[src/seq_pkg.sv]
// Overview of operation
// Three working modes: normal, command, diagnostic
// Power-on hold 500us to 2ms, pin tri-stated
// Durations scale inversely with oscillator rate
// Config readout and signature check, about 200us
// Start routine lasts five conversion times
// Startup error enters diagnostic, pin low range
// Then run cycle; window mode waits window
// Compute 16-bit correction per measurement signal
// Remove offset, temperature drift, third-order nonlinearity
// Result is non-negative 15-bit fraction
// Clip analog value to programmed limits
// Output mode from config or command
// One-wire-only: analog off, readout allowed
// Window mode: command accepted within 500ms window
// Analog-shared: output at once, window accepts command
// One-wire-disabled: analog on, readout rejected
// Any failure enters diagnostic, pin low range; POR_HOLD does not act on failures
// Diagnostic reads return error code
// Watchdog and oscillator failures are reported
// Memory and register parity errors are failures
// Sensor open or short is a failure
// Optional temperature sensor check flags failure
// Conversion time is 2^res over half oscillator
// Window starts at startup end, command cancels
package seq_pkg;
  localparam int unsigned CLK_HZ        = 125_000_000;
  localparam int unsigned OSC_REF_HZ    = 3_000_000;
  localparam int unsigned POR_MIN_US    = 500;
  localparam int unsigned POR_MAX_US    = 2000;
  localparam int unsigned CFG_US        = 200;
  localparam int unsigned WINDOW_MS     = 500;
  localparam int unsigned START_CONV    = 5;
  localparam longint unsigned POR_CYC   =
    (longint'(POR_MIN_US) * CLK_HZ + 999_999) / 1_000_000;
  localparam longint unsigned CFG_CYC   =
    longint'(CFG_US) * CLK_HZ / 1_000_000;
  localparam longint unsigned WIN_CYC   =
    longint'(WINDOW_MS) * CLK_HZ / 1_000;
  // Conversion time in clock cycles: 2^res * 2 / f_osc
  localparam longint unsigned CONV13_CYC =
    (longint'(1) << 14) * CLK_HZ / OSC_REF_HZ;
  localparam longint unsigned CONV14_CYC =
    (longint'(1) << 15) * CLK_HZ / OSC_REF_HZ;
  localparam int unsigned CNT_W = 32;

  // APB map
  localparam logic [11:0] ADDR_CTRL   = 12'h000;
  localparam logic [11:0] ADDR_STATUS = 12'h004;
  localparam logic [11:0] ADDR_LIMITS = 12'h008;
  localparam logic [11:0] ADDR_RESULT = 12'h00C;
  localparam logic [11:0] ADDR_RAW    = 12'h010;
  localparam logic [11:0] ADDR_FAIL   = 12'h014;
  // CTRL fields
  localparam int unsigned CTRL_MODE_LSB = 0;
  localparam int unsigned CTRL_RES_BIT  = 2;
  localparam int unsigned CTRL_TCHK_BIT = 3;
  localparam int unsigned CTRL_CMD_BIT  = 4;
  localparam int unsigned CTRL_EXIT_BIT = 5;
  localparam logic [31:0] CTRL_RESET    = 32'h0000_0000;
  localparam logic [31:0] LIMITS_RESET  = 32'h7FFF_0000;
  localparam logic [14:0] ERROR_CODE    = 15'h7FFF;
  localparam logic [15:0] DIAG_LEVEL    = 16'h0000;
  localparam int unsigned FAIL_W        = 7;

  typedef enum logic [1:0] {
    ANALOG_SHARED_MODE, WINDOW_MODE, ONE_WIRE_ONLY_MODE,
    ONE_WIRE_DISABLED_MODE
  } out_mode_type;

  typedef enum {
    POR_HOLD, CFG_READ, START_RUN, NORMAL_OPERATION,
    COMMAND_STATE, DIAGNOSTIC_STATE
  } seq_state_type;
endpackage

[src/conditioner_mode_sequencer.sv]
`timescale 1ns/1ns
`default_nettype none
module conditioner_mode_sequencer
  import seq_pkg::*;
#(
  parameter longint unsigned POR_CYCLES  = seq_pkg::POR_CYC,
  parameter longint unsigned CFG_CYCLES  = seq_pkg::CFG_CYC,
  parameter longint unsigned WIN_CYCLES  = seq_pkg::WIN_CYC,
  parameter longint unsigned CONV13      = seq_pkg::CONV13_CYC,
  parameter longint unsigned CONV14      = seq_pkg::CONV14_CYC
) (
  input  wire logic                 pclk,
  input  wire logic                 presetn,
  input  wire logic                 psel,
  input  wire logic                 penable,
  input  wire logic                 pwrite,
  input  wire logic [11:0]          paddr,
  input  wire logic [31:0]          pwdata,
  output logic      [31:0]          prdata,
  output logic                      pready,
  output logic                      pslverr,
  input  wire logic [1:0]           cfg_mode,
  input  wire logic                 cfg_signature_ok,
  input  wire logic                 enter_command_mode_cmd,
  input  wire logic                 one_wire_read_req,
  input  wire logic                 sample_valid,
  input  wire logic [15:0]          sample_raw,
  input  wire logic [15:0]          coef_offset,
  input  wire logic [15:0]          coef_gain,
  input  wire logic [15:0]          coef_temp,
  input  wire logic [15:0]          coef_cubic,
  input  wire logic [15:0]          temp_raw,
  input  wire logic                 watchdog_fail,
  input  wire logic                 osc_fail,
  input  wire logic                 memory_fail,
  input  wire logic                 parity_fail,
  input  wire logic                 sensor_open,
  input  wire logic                 sensor_short,
  input  wire logic                 temp_sensor_fail,
  output logic      [15:0]          output_pin,
  output logic                      output_pin_oe_n,
  output logic      [14:0]          one_wire_data,
  output logic                      one_wire_data_valid,
  output logic                      one_wire_reject,
  output logic      [2:0]           work_mode
);
  import seq_pkg::*;

  // ----------------------------------------------------------
  // Registers and state
  // ----------------------------------------------------------
  seq_state_type             state;
  logic [CNT_W-1:0]          count;
  logic [CNT_W-1:0]          win_count;
  logic                      win_open;
  logic [31:0]               ctrl;
  logic [31:0]               limits;
  logic [FAIL_W-1:0]         fail_sticky;
  logic [14:0]               result;
  logic [15:0]               correction;
  out_mode_type              mode;
  logic                      startup_err;
  logic [FAIL_W-1:0]         fail_now;
  logic                      any_fail;
  logic [CNT_W-1:0]          conv_cyc;
  logic                      apb_wr;
  logic                      apb_rd;
  logic [15:0]               cond_x;
  logic [15:0]               cond_x3;
  logic [16:0]               cond_acc;
  logic [14:0]               lim_lo;
  logic [14:0]               lim_hi;

  function automatic logic [15:0] mul_q15(input logic [15:0] a,
                                          input logic [15:0] b);
    logic [31:0] p;
    p = a * b;
    return p[30:15];
  endfunction

  // ----------------------------------------------------------
  // Failure collection
  // ----------------------------------------------------------
  always_comb begin
    fail_now = {watchdog_fail, osc_fail, memory_fail, parity_fail,
                sensor_open, sensor_short,
                temp_sensor_fail & ctrl[CTRL_TCHK_BIT]};
    any_fail = |fail_now;
    conv_cyc = ctrl[CTRL_RES_BIT] ? CNT_W'(CONV14) : CNT_W'(CONV13);
    startup_err = (state == CFG_READ) && (count == '0)
                  && !cfg_signature_ok;
  end

  assign apb_wr = psel & penable & pwrite;
  assign apb_rd = psel & penable & ~pwrite;
  assign pready = 1'b1;
  assign pslverr = 1'b0;
  assign lim_lo = limits[14:0];
  assign lim_hi = limits[30:16];

  // ----------------------------------------------------------
  // Mode and control registers
  // ----------------------------------------------------------
  always_ff @(posedge pclk or negedge presetn) begin
    if (!presetn) begin
      ctrl   <= CTRL_RESET;
      limits <= LIMITS_RESET;
    end else if (apb_wr && paddr == ADDR_CTRL) begin
      ctrl <= pwdata;
    end else if (apb_wr && paddr == ADDR_LIMITS) begin
      limits <= pwdata;
    end else begin
      ctrl[CTRL_CMD_BIT]  <= 1'b0;
      ctrl[CTRL_EXIT_BIT] <= 1'b0;
    end
  end

  always_ff @(posedge pclk or negedge presetn) begin
    if (!presetn)
      mode <= ANALOG_SHARED_MODE;
    else if (state == CFG_READ && count == '0)
      mode <= out_mode_type'(cfg_mode);
    else if (apb_wr && paddr == ADDR_CTRL)
      mode <= out_mode_type'(pwdata[CTRL_MODE_LSB +: 2]);
  end

  // ----------------------------------------------------------
  // Startup sequencer
  // ----------------------------------------------------------
  always_ff @(posedge pclk or negedge presetn) begin
    if (!presetn) begin
      state <= POR_HOLD;
      count <= CNT_W'(POR_CYCLES - 1);
    end else begin
      case (state)
        POR_HOLD: begin
          if (count == '0) begin
            state <= CFG_READ;
            count <= CNT_W'(CFG_CYCLES - 1);
          end else
            count <= count - 1'b1;
        end
        CFG_READ: begin
          if (startup_err || any_fail)
            state <= DIAGNOSTIC_STATE;
          else if (count == '0) begin
            state <= START_RUN;
            count <= CNT_W'(START_CONV) * conv_cyc - 1'b1;
          end else
            count <= count - 1'b1;
        end
        START_RUN: begin
          if (any_fail)
            state <= DIAGNOSTIC_STATE;
          else if (count == '0)
            state <= NORMAL_OPERATION;
          else
            count <= count - 1'b1;
        end
        NORMAL_OPERATION: begin
          if (any_fail)
            state <= DIAGNOSTIC_STATE;
          else if ((enter_command_mode_cmd && win_open)
                   || ctrl[CTRL_CMD_BIT])
            state <= COMMAND_STATE;
        end
        COMMAND_STATE: begin
          if (any_fail)
            state <= DIAGNOSTIC_STATE;
          else if (ctrl[CTRL_EXIT_BIT])
            state <= NORMAL_OPERATION;
        end
        DIAGNOSTIC_STATE: state <= DIAGNOSTIC_STATE;
        default: state <= DIAGNOSTIC_STATE;
      endcase
    end
  end

  // ----------------------------------------------------------
  // One-wire startup window
  // ----------------------------------------------------------
  always_ff @(posedge pclk or negedge presetn) begin
    if (!presetn) begin
      win_open  <= 1'b0;
      win_count <= '0;
    end else if (state == START_RUN && count == '0 && !any_fail
                 && (mode == WINDOW_MODE
                     || mode == ANALOG_SHARED_MODE)) begin
      win_open  <= 1'b1;
      win_count <= CNT_W'(WIN_CYCLES - 1);
    end else if (win_open) begin
      if (enter_command_mode_cmd || win_count == '0
          || state != NORMAL_OPERATION)
        win_open <= 1'b0;
      else
        win_count <= win_count - 1'b1;
    end
  end

  // ----------------------------------------------------------
  // Conditioning calculation
  // ----------------------------------------------------------
  always_comb begin
    cond_x   = sample_raw - coef_offset - mul_q15(coef_temp, temp_raw);
    cond_x3  = mul_q15(mul_q15(cond_x, cond_x), cond_x);
    cond_acc = {1'b0, mul_q15(cond_x, coef_gain)}
               + {1'b0, mul_q15(cond_x3, coef_cubic)};
  end

  always_ff @(posedge pclk or negedge presetn) begin
    if (!presetn) begin
      correction <= '0;
      result     <= '0;
    end else if (sample_valid && state == NORMAL_OPERATION) begin
      correction <= cond_acc[15:0];
      // Saturate rather than wrap so the fraction stays below one
      result <= (cond_acc[16] | cond_acc[15]) ? '1 : cond_acc[14:0];
    end
  end

  always_ff @(posedge pclk or negedge presetn) begin
    if (!presetn)
      fail_sticky <= '0;
    else if (apb_wr && paddr == ADDR_FAIL)
      fail_sticky <= (fail_sticky & ~pwdata[FAIL_W-1:0]) | fail_now;
    else
      fail_sticky <= fail_sticky | fail_now;
  end

  // ----------------------------------------------------------
  // Output pin and one-wire readout
  // ----------------------------------------------------------
  always_ff @(posedge pclk or negedge presetn) begin
    if (!presetn) begin
      output_pin      <= DIAG_LEVEL;
      output_pin_oe_n <= 1'b1;
    end else begin
      output_pin <= DIAG_LEVEL;
      case (state)
        POR_HOLD: output_pin_oe_n <= 1'b1;
        CFG_READ: output_pin_oe_n <= 1'b0;
        START_RUN: output_pin_oe_n <= (mode == WINDOW_MODE
                       || mode == ONE_WIRE_ONLY_MODE);
        NORMAL_OPERATION: begin
          output_pin_oe_n <= (mode == ONE_WIRE_ONLY_MODE)
                     || (mode == WINDOW_MODE && win_open);
          output_pin <= {1'b0, result < lim_lo ? lim_lo
                         : result > lim_hi ? lim_hi : result};
        end
        COMMAND_STATE: output_pin_oe_n <= 1'b1;
        default: output_pin_oe_n <= 1'b0;
      endcase
    end
  end

  always_ff @(posedge pclk or negedge presetn) begin
    if (!presetn) begin
      one_wire_data       <= '0;
      one_wire_data_valid <= 1'b0;
      one_wire_reject     <= 1'b0;
    end else begin
      one_wire_data_valid <= 1'b0;
      one_wire_reject     <= 1'b0;
      if (one_wire_read_req) begin
        if (mode == ONE_WIRE_DISABLED_MODE)
          one_wire_reject <= 1'b1;
        else begin
          one_wire_data_valid <= 1'b1;
          one_wire_data <= (state == DIAGNOSTIC_STATE) ? ERROR_CODE
                           : result;
        end
      end
    end
  end

  always_comb begin
    work_mode = {state == DIAGNOSTIC_STATE, state == COMMAND_STATE,
                 state == NORMAL_OPERATION};
  end

  // ----------------------------------------------------------
  // APB read mux
  // ----------------------------------------------------------
  always_ff @(posedge pclk or negedge presetn) begin
    if (!presetn)
      prdata <= '0;
    else if (psel && !penable && !pwrite) begin
      case (paddr)
        ADDR_CTRL:   prdata <= ctrl;
        ADDR_STATUS: prdata <= {25'h0, win_open, mode, work_mode,
                                output_pin_oe_n};
        ADDR_LIMITS: prdata <= limits;
        ADDR_RESULT: prdata <= {17'h0, state == DIAGNOSTIC_STATE
                                ? ERROR_CODE : result};
        ADDR_RAW:    prdata <= {16'h0, correction};
        ADDR_FAIL:   prdata <= {25'h0, fail_sticky};
        default:     prdata <= '0;
      endcase
    end
  end

  // ----------------------------------------------------------
  // Checks
  // ----------------------------------------------------------
  diag_entry_a: assert property (@(posedge pclk) disable iff (!presetn)
    (any_fail && state != POR_HOLD) |=> state == DIAGNOSTIC_STATE)
    else $error("failure did not enter diagnostic");
  diag_pin_a: assert property (@(posedge pclk) disable iff (!presetn)
    state == DIAGNOSTIC_STATE |=> !output_pin_oe_n
      && output_pin == DIAG_LEVEL)
    else $error("diagnostic pin level wrong");
  por_hiz_a: assert property (@(posedge pclk) disable iff (!presetn)
    state == POR_HOLD |=> output_pin_oe_n)
    else $error("pin driven during power-on hold");
  diag_read_a: assert property (@(posedge pclk) disable iff (!presetn)
    (one_wire_read_req && state == DIAGNOSTIC_STATE
     && mode != ONE_WIRE_DISABLED_MODE)
      |=> one_wire_data == ERROR_CODE && one_wire_data_valid)
    else $error("no error code in diagnostic");
  reject_read_a: assert property (@(posedge pclk) disable iff (!presetn)
    (one_wire_read_req && mode == ONE_WIRE_DISABLED_MODE
     && $stable(mode)) |=> one_wire_reject && !one_wire_data_valid)
    else $error("readout not rejected");
  clip_out_a: assert property (@(posedge pclk) disable iff (!presetn)
    $past(state) == NORMAL_OPERATION && state == NORMAL_OPERATION
      |-> output_pin[14:0] >= $past(limits[14:0])
          || $past(limits[14:0]) > $past(limits[30:16]))
    else $error("output below lower limit");
  window_cmd_a: assert property (@(posedge pclk) disable iff (!presetn)
    (state == NORMAL_OPERATION && win_open && enter_command_mode_cmd
     && !any_fail) |=> state == COMMAND_STATE ##1 !win_open)
    else $error("command in window not taken");
  only_off_a: assert property (@(posedge pclk) disable iff (!presetn)
    state == NORMAL_OPERATION && mode == ONE_WIRE_ONLY_MODE
      |=> output_pin_oe_n)
    else $error("analog driven in one-wire-only mode");
  diag_stay_a: assert property (@(posedge pclk) disable iff (!presetn)
    state == DIAGNOSTIC_STATE |=> state == DIAGNOSTIC_STATE)
    else $error("diagnostic state left");
  reg_cmd_a: assert property (@(posedge pclk) disable iff (!presetn)
    (state == NORMAL_OPERATION && ctrl[CTRL_CMD_BIT] && !any_fail)
      |=> state == COMMAND_STATE)
    else $error("register command not taken");
  cmd_hiz_a: assert property (@(posedge pclk) disable iff (!presetn)
    state == COMMAND_STATE |=> output_pin_oe_n)
    else $error("pin driven in command state");
  cfg_pin_a: assert property (@(posedge pclk) disable iff (!presetn)
    state == CFG_READ |=> !output_pin_oe_n
      && output_pin == DIAG_LEVEL)
    else $error("config stage pin level wrong");
  start_pin_a: assert property (@(posedge pclk) disable iff (!presetn)
    (state == START_RUN && (mode == ANALOG_SHARED_MODE
     || mode == ONE_WIRE_DISABLED_MODE))
      |=> !output_pin_oe_n && output_pin == DIAG_LEVEL)
    else $error("start stage pin not in low range");
  start_hiz_a: assert property (@(posedge pclk) disable iff (!presetn)
    (state == START_RUN && (mode == WINDOW_MODE
     || mode == ONE_WIRE_ONLY_MODE)) |=> output_pin_oe_n)
    else $error("start stage pin not tri-stated");
  window_hold_a: assert property (@(posedge pclk) disable iff (!presetn)
    (state == NORMAL_OPERATION && mode == WINDOW_MODE && win_open)
      |=> output_pin_oe_n)
    else $error("analog driven inside window");
  disabled_drive_a: assert property (@(posedge pclk) disable iff (!presetn)
    (state == NORMAL_OPERATION && mode == ONE_WIRE_DISABLED_MODE)
      |=> !output_pin_oe_n)
    else $error("analog off in one-wire-disabled mode");
  clip_high_a: assert property (@(posedge pclk) disable iff (!presetn)
    $past(state) == NORMAL_OPERATION && state == NORMAL_OPERATION
      |-> output_pin[14:0] <= $past(limits[30:16])
          || $past(limits[14:0]) > $past(limits[30:16]))
    else $error("output above upper limit");
  sticky_set_a: assert property (@(posedge pclk) disable iff (!presetn)
    (|fail_now) |=> (fail_sticky & $past(fail_now))
      == $past(fail_now))
    else $error("failure not recorded");
endmodule
`default_nettype wire

[config.mk]
export PLATFORM = sky130hd
export DESIGN_NAME = conditioner_mode_sequencer
export DESIGN_NICKNAME = d
export VERILOG_FILES = /design/src/seq_pkg.sv /design/src/conditioner_mode_sequencer.sv
export SDC_FILE = /design/constraint.sdc
export NUM_CORES = 2
export LEC_CHECK = 0
export ABC_AREA = 1
export ABC_CLOCK_PERIOD_IN_PS = 3140
export BUFFER_PORTS_ARGS = -buffer_cell sky130_fd_sc_hd__buf_4
export CORE_UTILIZATION = 35
export CTS_CLUSTER_DIAMETER = 40
export DETAILED_ROUTE_END_ITERATION = 16
export GPL_ROUTABILITY_DRIVEN = 0
export PLACE_DENSITY_LB_ADDON = 0.1
export SLEW_MARGIN = 20
export SYNTH_ARGS = -nofsm -noshare
export SYNTH_HDL_FRONTEND = slang
export SYNTH_SLANG_ARGS = --single-unit
[constraint.sdc]
create_clock -name pclk -period 3.14 [get_ports pclk]
set_input_delay 0.314 -clock pclk [delete_from_list [all_inputs] [get_ports pclk]]
set_output_delay 0.314 -clock pclk [all_outputs]
set_load 0.02 [all_outputs]
# Yosys cells after proc, flatten, opt, wreduce, memory -nomap -nowiden
# Index checks and enable logic that the tools add are counted.
classes:
  multipliers: 6
  n_eq_ne: 28
  bitwise_logic: 10
  order_cmp: 2
  n_reduce_logical: 39
  n_mux: 39
  add_sub_neg: 6
ops:
  columns: ["op", "n"]
  rows:
  - ["32-bit two-way mux", 17]
  - ["32-bit one-hot mux with 6 select lines", 1]
  - ["32-bit one-hot mux with 5 select lines", 1]
  - ["16-bit by 16-bit multiplier with 31-bit output", 5]
  - ["32-bit by 2-bit == test with 1-bit output (second input constant)", 3]
  - ["32-bit by 3-bit == test with 1-bit output (second input constant)", 3]
  - ["32-bit zero test", 3]
  - ["32-bit one-hot mux with 3 select lines", 1]
  - ["15-bit two-way mux", 5]
  - ["32-bit by 4-bit == test with 1-bit output (second input constant)", 2]
  - ["32-bit by 1-bit subtractor with 32-bit output (second input constant)", 2]
  - ["32-bit by 1-bit == test with 1-bit output (second input constant)", 1]
  - ["32-bit by 3-bit != test with 1-bit output (second input constant)", 1]
  - ["16-bit subtractor", 2]
  - ["24-bit by 1-bit subtractor with 25-bit output (second input constant)", 1]
  - ["12-bit by 4-bit == test with 1-bit output (second input constant)", 2]
  - ["12-bit by 5-bit == test with 1-bit output (second input constant)", 2]
  - ["3-bit by 21-bit multiplier with 24-bit output (first input constant)", 1]
  - ["21-bit two-way mux", 1]
  - ["16-bit by 16-bit adder with 17-bit output", 1]
  - ["15-bit greater-than comparator", 1]
  - ["15-bit less-than comparator", 1]
  - ["7-bit bitwise OR", 2]
  - ["1-bit logical AND", 13]
  - ["25 further kinds", 58]
word_totals:
  ff_bits: 267
  word_cells: 147
  out_inout_bits: 71
  in_bits: 158

# Logic depth before layout (Yosys ltp)
logic_depth:
  ltp_word: 8
  depth_mapped: 148
  mapped_depth_nobuf: 145

# Least setup slack after synthesis
# Ideal clock, no wire load.
synth_timing:
  path_type: "input -> register"
  from: "input port coef_temp[12]"
  to: "register result[10]"
  path_stages: 135
  path_buffers: 4
  t_required_ps: 3021
  arrival_time_ps: 24710
  setup_ps: 119
  path_slack_ps: -21689
  cell_sequence: "clkbuf_1 clkbuf_1 nand2_1 fa_1 fa_1 inv_1 fa_1 fa_1 fa_1 inv_1 fa_1 inv_1 ha_1 a21oi_1 o21ai_0 a21oi_1 nand2_1 a21o_1 (+99 left out) nand2_1 ha_1 fa_1 nand3_1 nand2_1 a21oi_1 o21bai_1 a21oi_1 o21bai_1 a21boi_0 o21ai_0 a21oi_1 o21ai_0 a21oi_1 a21oi_1 a21oi_2 buf_6 nand2_1"
synth_via:
  elab_chain_len: 8
  elab_cells_between_ends: 9
  cone_classes: "add/sub (2); mul (5); mux (1); bitwise (1)"
synth_rtl:
  columns: ["item", "line_no", "text"]
  rows:
  - ["start: declaration", "conditioner_mode_sequencer.sv:30", "input wire logic [15:0] coef_temp,"]
  - ["16-bit by 16-bit multiplier with 31-bit output (*)", "conditioner_mode_sequencer.sv:77", "p = a * b;"]
  - ["16-bit subtractor (*)", "conditioner_mode_sequencer.sv:204", "cond_x = sample_raw - coef_offset - mul_q15(coef_temp, temp_raw);"]
  - ["16-bit by 16-bit multiplier with 31-bit output (3 in series)", "conditioner_mode_sequencer.sv:77", null]
  - ["16-bit by 16-bit adder with 17-bit output (*)", "conditioner_mode_sequencer.sv:207", "+ {1'b0, mul_q15(cond_x3, coef_cubic)};"]
  - ["1-bit bitwise OR", "conditioner_mode_sequencer.sv:217", "result <= (cond_acc[16] | cond_acc[15]) ? '1 : cond_acc[14:0];"]
  - ["15-bit two-way mux (*)", "conditioner_mode_sequencer.sv:217", null]
  - ["end signal: assignment", "conditioner_mode_sequencer.sv:217", null]
  - ["end: declaration", "conditioner_mode_sequencer.sv:59", "logic [14:0] result;"]
# Every way passes the cells marked *; elsewhere a longest branch is shown, timed or not.
# A chain may end at the register's enable or synchronous reset.

# Worst setup path in the final report
layout_timing:
  from: "input port coef_temp[9]"
  to: "register result[8]"
# Same word-level chain as after synthesis.

==> results_dict.tcl <==
set metrics [dict create \
    cp.required_ns 3.54 \
    yosys.area.top_type "fa_1" \
    die_area_um2 153000 \
    run_status "complete, but fails checks" \
    arrival_ns 24.39 \
    final_common_cell "inv_1" \
    htreeDepth 2 \
    cp_slowest_cell "fa_1" \
    worstSetupEndpoint "result[8]$_DFFE_PN0P_" \
    critPathMaxFanout 7 \
    clock_skew_ns 0.0273 \
    setup.worst_path.class "input pin to flop" \
    area_delta_synth_final_pct 26.5 \
    antenna_left 0 \
    hold_class "input pin to flop" \
    dp_hpwl_um 143000 \
    clkLatencyLatePin_ns 0.53 \
    grt_pass1_wl_um 270000 \
    violations "negative setup slack" \
    wire_per_inst_um 17.3 \
    yosys_register_bits 237 \
    antenna_found_initial 8 \
    critPathLaunch "coef_temp[9]" \
    yosysUniqueCellTypes 63 \
    cts_tree "yes" \
    slew_headroom_pct 37.4 \
    syn_inst 6660 \
    cts-buffers-inserted 36 \
    initialDrtViolationCount 2199 \
    drt_first_pass_iters 5 \
    place_area_um2 63400 \
    worstMarginPinSlew_ns 0.929 \
    grt_pass1_vias 48700 \
    setup_violations 31 \
    ys_top_cells_by_area "fa_1, ha_1, inv_1, dfrtp_1, nand2_1" \
    die_y_um 391 \
    avgSynthCellArea_um2 7.93 \
    fillers 15200 \
    fmax_ghz 0.0417 \
    hold_violations 0 \
    max_stage_delay_ns 0.63 \
    portBuffers 225 \
    cts_sinks 237 \
    fin_tns_setup_ns -631.80 \
    drc_errors 0 \
    yosysTopAreaCellShare_pct 36.0 \
    rrSetupSlack_ns 0.26 \
    seq_area_frac_synth_pct 11.3 \
    rows 142 \
    r2r_start "limits[17]$_DFFE_PN1P_" \
    routed_via_density 4.68 \
    rr_endpoint "output_pin[5]$_DFF_PN0_" \
    cp-end-kind "flop" \
    fp.dieW_um 391 \
    synth_area_um2 52800 \
    dr_total_vias 45300 \
    setup_ws_ns -20.85 \
    async_reset_ff_share_pct 100 \
    clk_pin_slew_ns 0.06 \
    globalRouteTotalUtil_pct 22.6 \
    grt_max_degree 94 \
    grt.overflow.total 0 \
    drt-total-wl_um 168000 \
    worstRegToRegCells 15 \
    min_period_over_period_pct 764 \
    synth-edff-count 0 \
    startpoint_type "input pin" \
    finalMaxSlewViolations 0 \
    drive_gt1_share_pct 22.2 \
    finalCriticalPeriod_ns 23.99 \
    design_area_um2 66800 \
    start_util_pct 35.3 \
    nets 9301 \
    ctsLongestPathBuffers 3 \
    final_cell_mix "inv_1, nand2_1, buf_4, fa_1, nor2_1" \
    yosysWarnings 0 \
    rsz0062_at_grt "true" \
    synth_ff_type "dfrtp_1" \
    maxCapViolCount 0 \
    coreArea_um2 150000 \
    cts_root_buf "clkbuf_16" \
    io_pins 229 \
]
-- routing by layer --
metal	wire, µm	global-route usage (%)
met5	23	0
met4	3750	4.53
met3	7030	2.53
met2	80200	38.1
met1	77000	31.1
-- worst max-delay path, delay by kind of cell --
kind,cells,cell delay [ns]
xor+xnor,3,0.66
simple gates,41,3.57
fa+ha+maj,31,14.02
buf+inv,26,2.25
compound gates,26,3.52
-- flip-flops by register name, indices dropped and copies added (netlist names) --
name and cells:
correction 16, count 32, ctrl 32, fail_sticky 7, limits 32, mode 2
one_wire_data 15, one_wire_data_valid 1, one_wire_reject 1, output_pin 15, output_pin_oe_n 1, prdata 32
result 15, state 3, win_count 32, win_open 1
-- cell families after synthesis --
group | synth area share, %
buf+inv | 13.7
xor+xnor | 1.87
flops | 11.3
other cells | 0.0142
compound gates | 7.05
fa+ha+maj | 48.9
simple gates | 17.3
-- worst min path at each step --
stage	endpoint	slack [ns]	depth (start not counted)	startpoint
floorplan	correction[0]$_DFFE_PN0P_	0.02	0	presetn
global placement	count[2]$_DFFE_PN0P_	0.30	1	presetn
detailed placement	count[2]$_DFFE_PN0P_	0.30	1	presetn
CTS	fail_sticky[1]$_DFF_PN0_	0.0006	3	sensor_short
global route	fail_sticky[1]$_DFF_PN0_	0.02	3	sensor_short
finish	fail_sticky[5]$_DFF_PN0_	0.02	3	osc_fail
-- synth_stat cells, types with 18 or more instances --
master,number
o21ai_0,220
dfstp_2,24
o22ai_1,22
xor2_1,65
nor3_1,49
nor4_1,20
o211ai_1,22
a21oi_1,249
o21bai_1,31
dfrtp_1,213
fa_1,949
nand2_1,1248
inv_1,1651
or2_2,29
clkbuf_1,190
ha_1,545
nand3_1,132
nand4_1,31
nor2_1,679
xnor2_1,43
clkinv_1,18
-- timing repair --
| item | 4_1_cts | 5_1_grt |
|---|---|---|
| gates resized for setup | 219 | 168 |
| hold endpoints to repair | 54 | 0 |
| hold buffers | 4 | 0 |
| cloned | 2 | 0 |
| pin swaps | 98 | 70 |
| setup buffers | 59 | 15 |
| endpoints found under the setup margin | 31 | 53 |
-- area by class of cell --
class,instances,area [µm²],area share [%]
Antenna cell,1,2.50,0.00374
Inverter,1685,6350,9.51
Clock buffer,49,1060,1.59
Clock inverter,17,246,0.369
Timing Repair inverter,1,7.51,0.0112
Timing Repair Buffer,1173,9160,13.7
Tap cell,2016,2520,3.77
Multi-Input combinational cell,4515,41500,62.1
Sequential cell,237,5960,8.92
-- through the flow --
step | util (%) | std cells | setup slack [ns] | hold WS, ns
floorplan | - | 6661 | -20.39 | 0.0184
global placement | 42.3 | 9549 | -21.73 | 0.296
detailed placement | 42.3 | 9549 | -22.00 | 0.295
CTS | 44.1 | 9680 | -20.81 | 0.000562
global route | 44.6 | 9694 | -22.05 | 0.0161
finish | 44.6 | 9694 | -20.85 | 0.0220
Power is left out: the tool's default activity adds up to more than one toggle a clock period on the data nets, which glitch-free logic cannot reach.
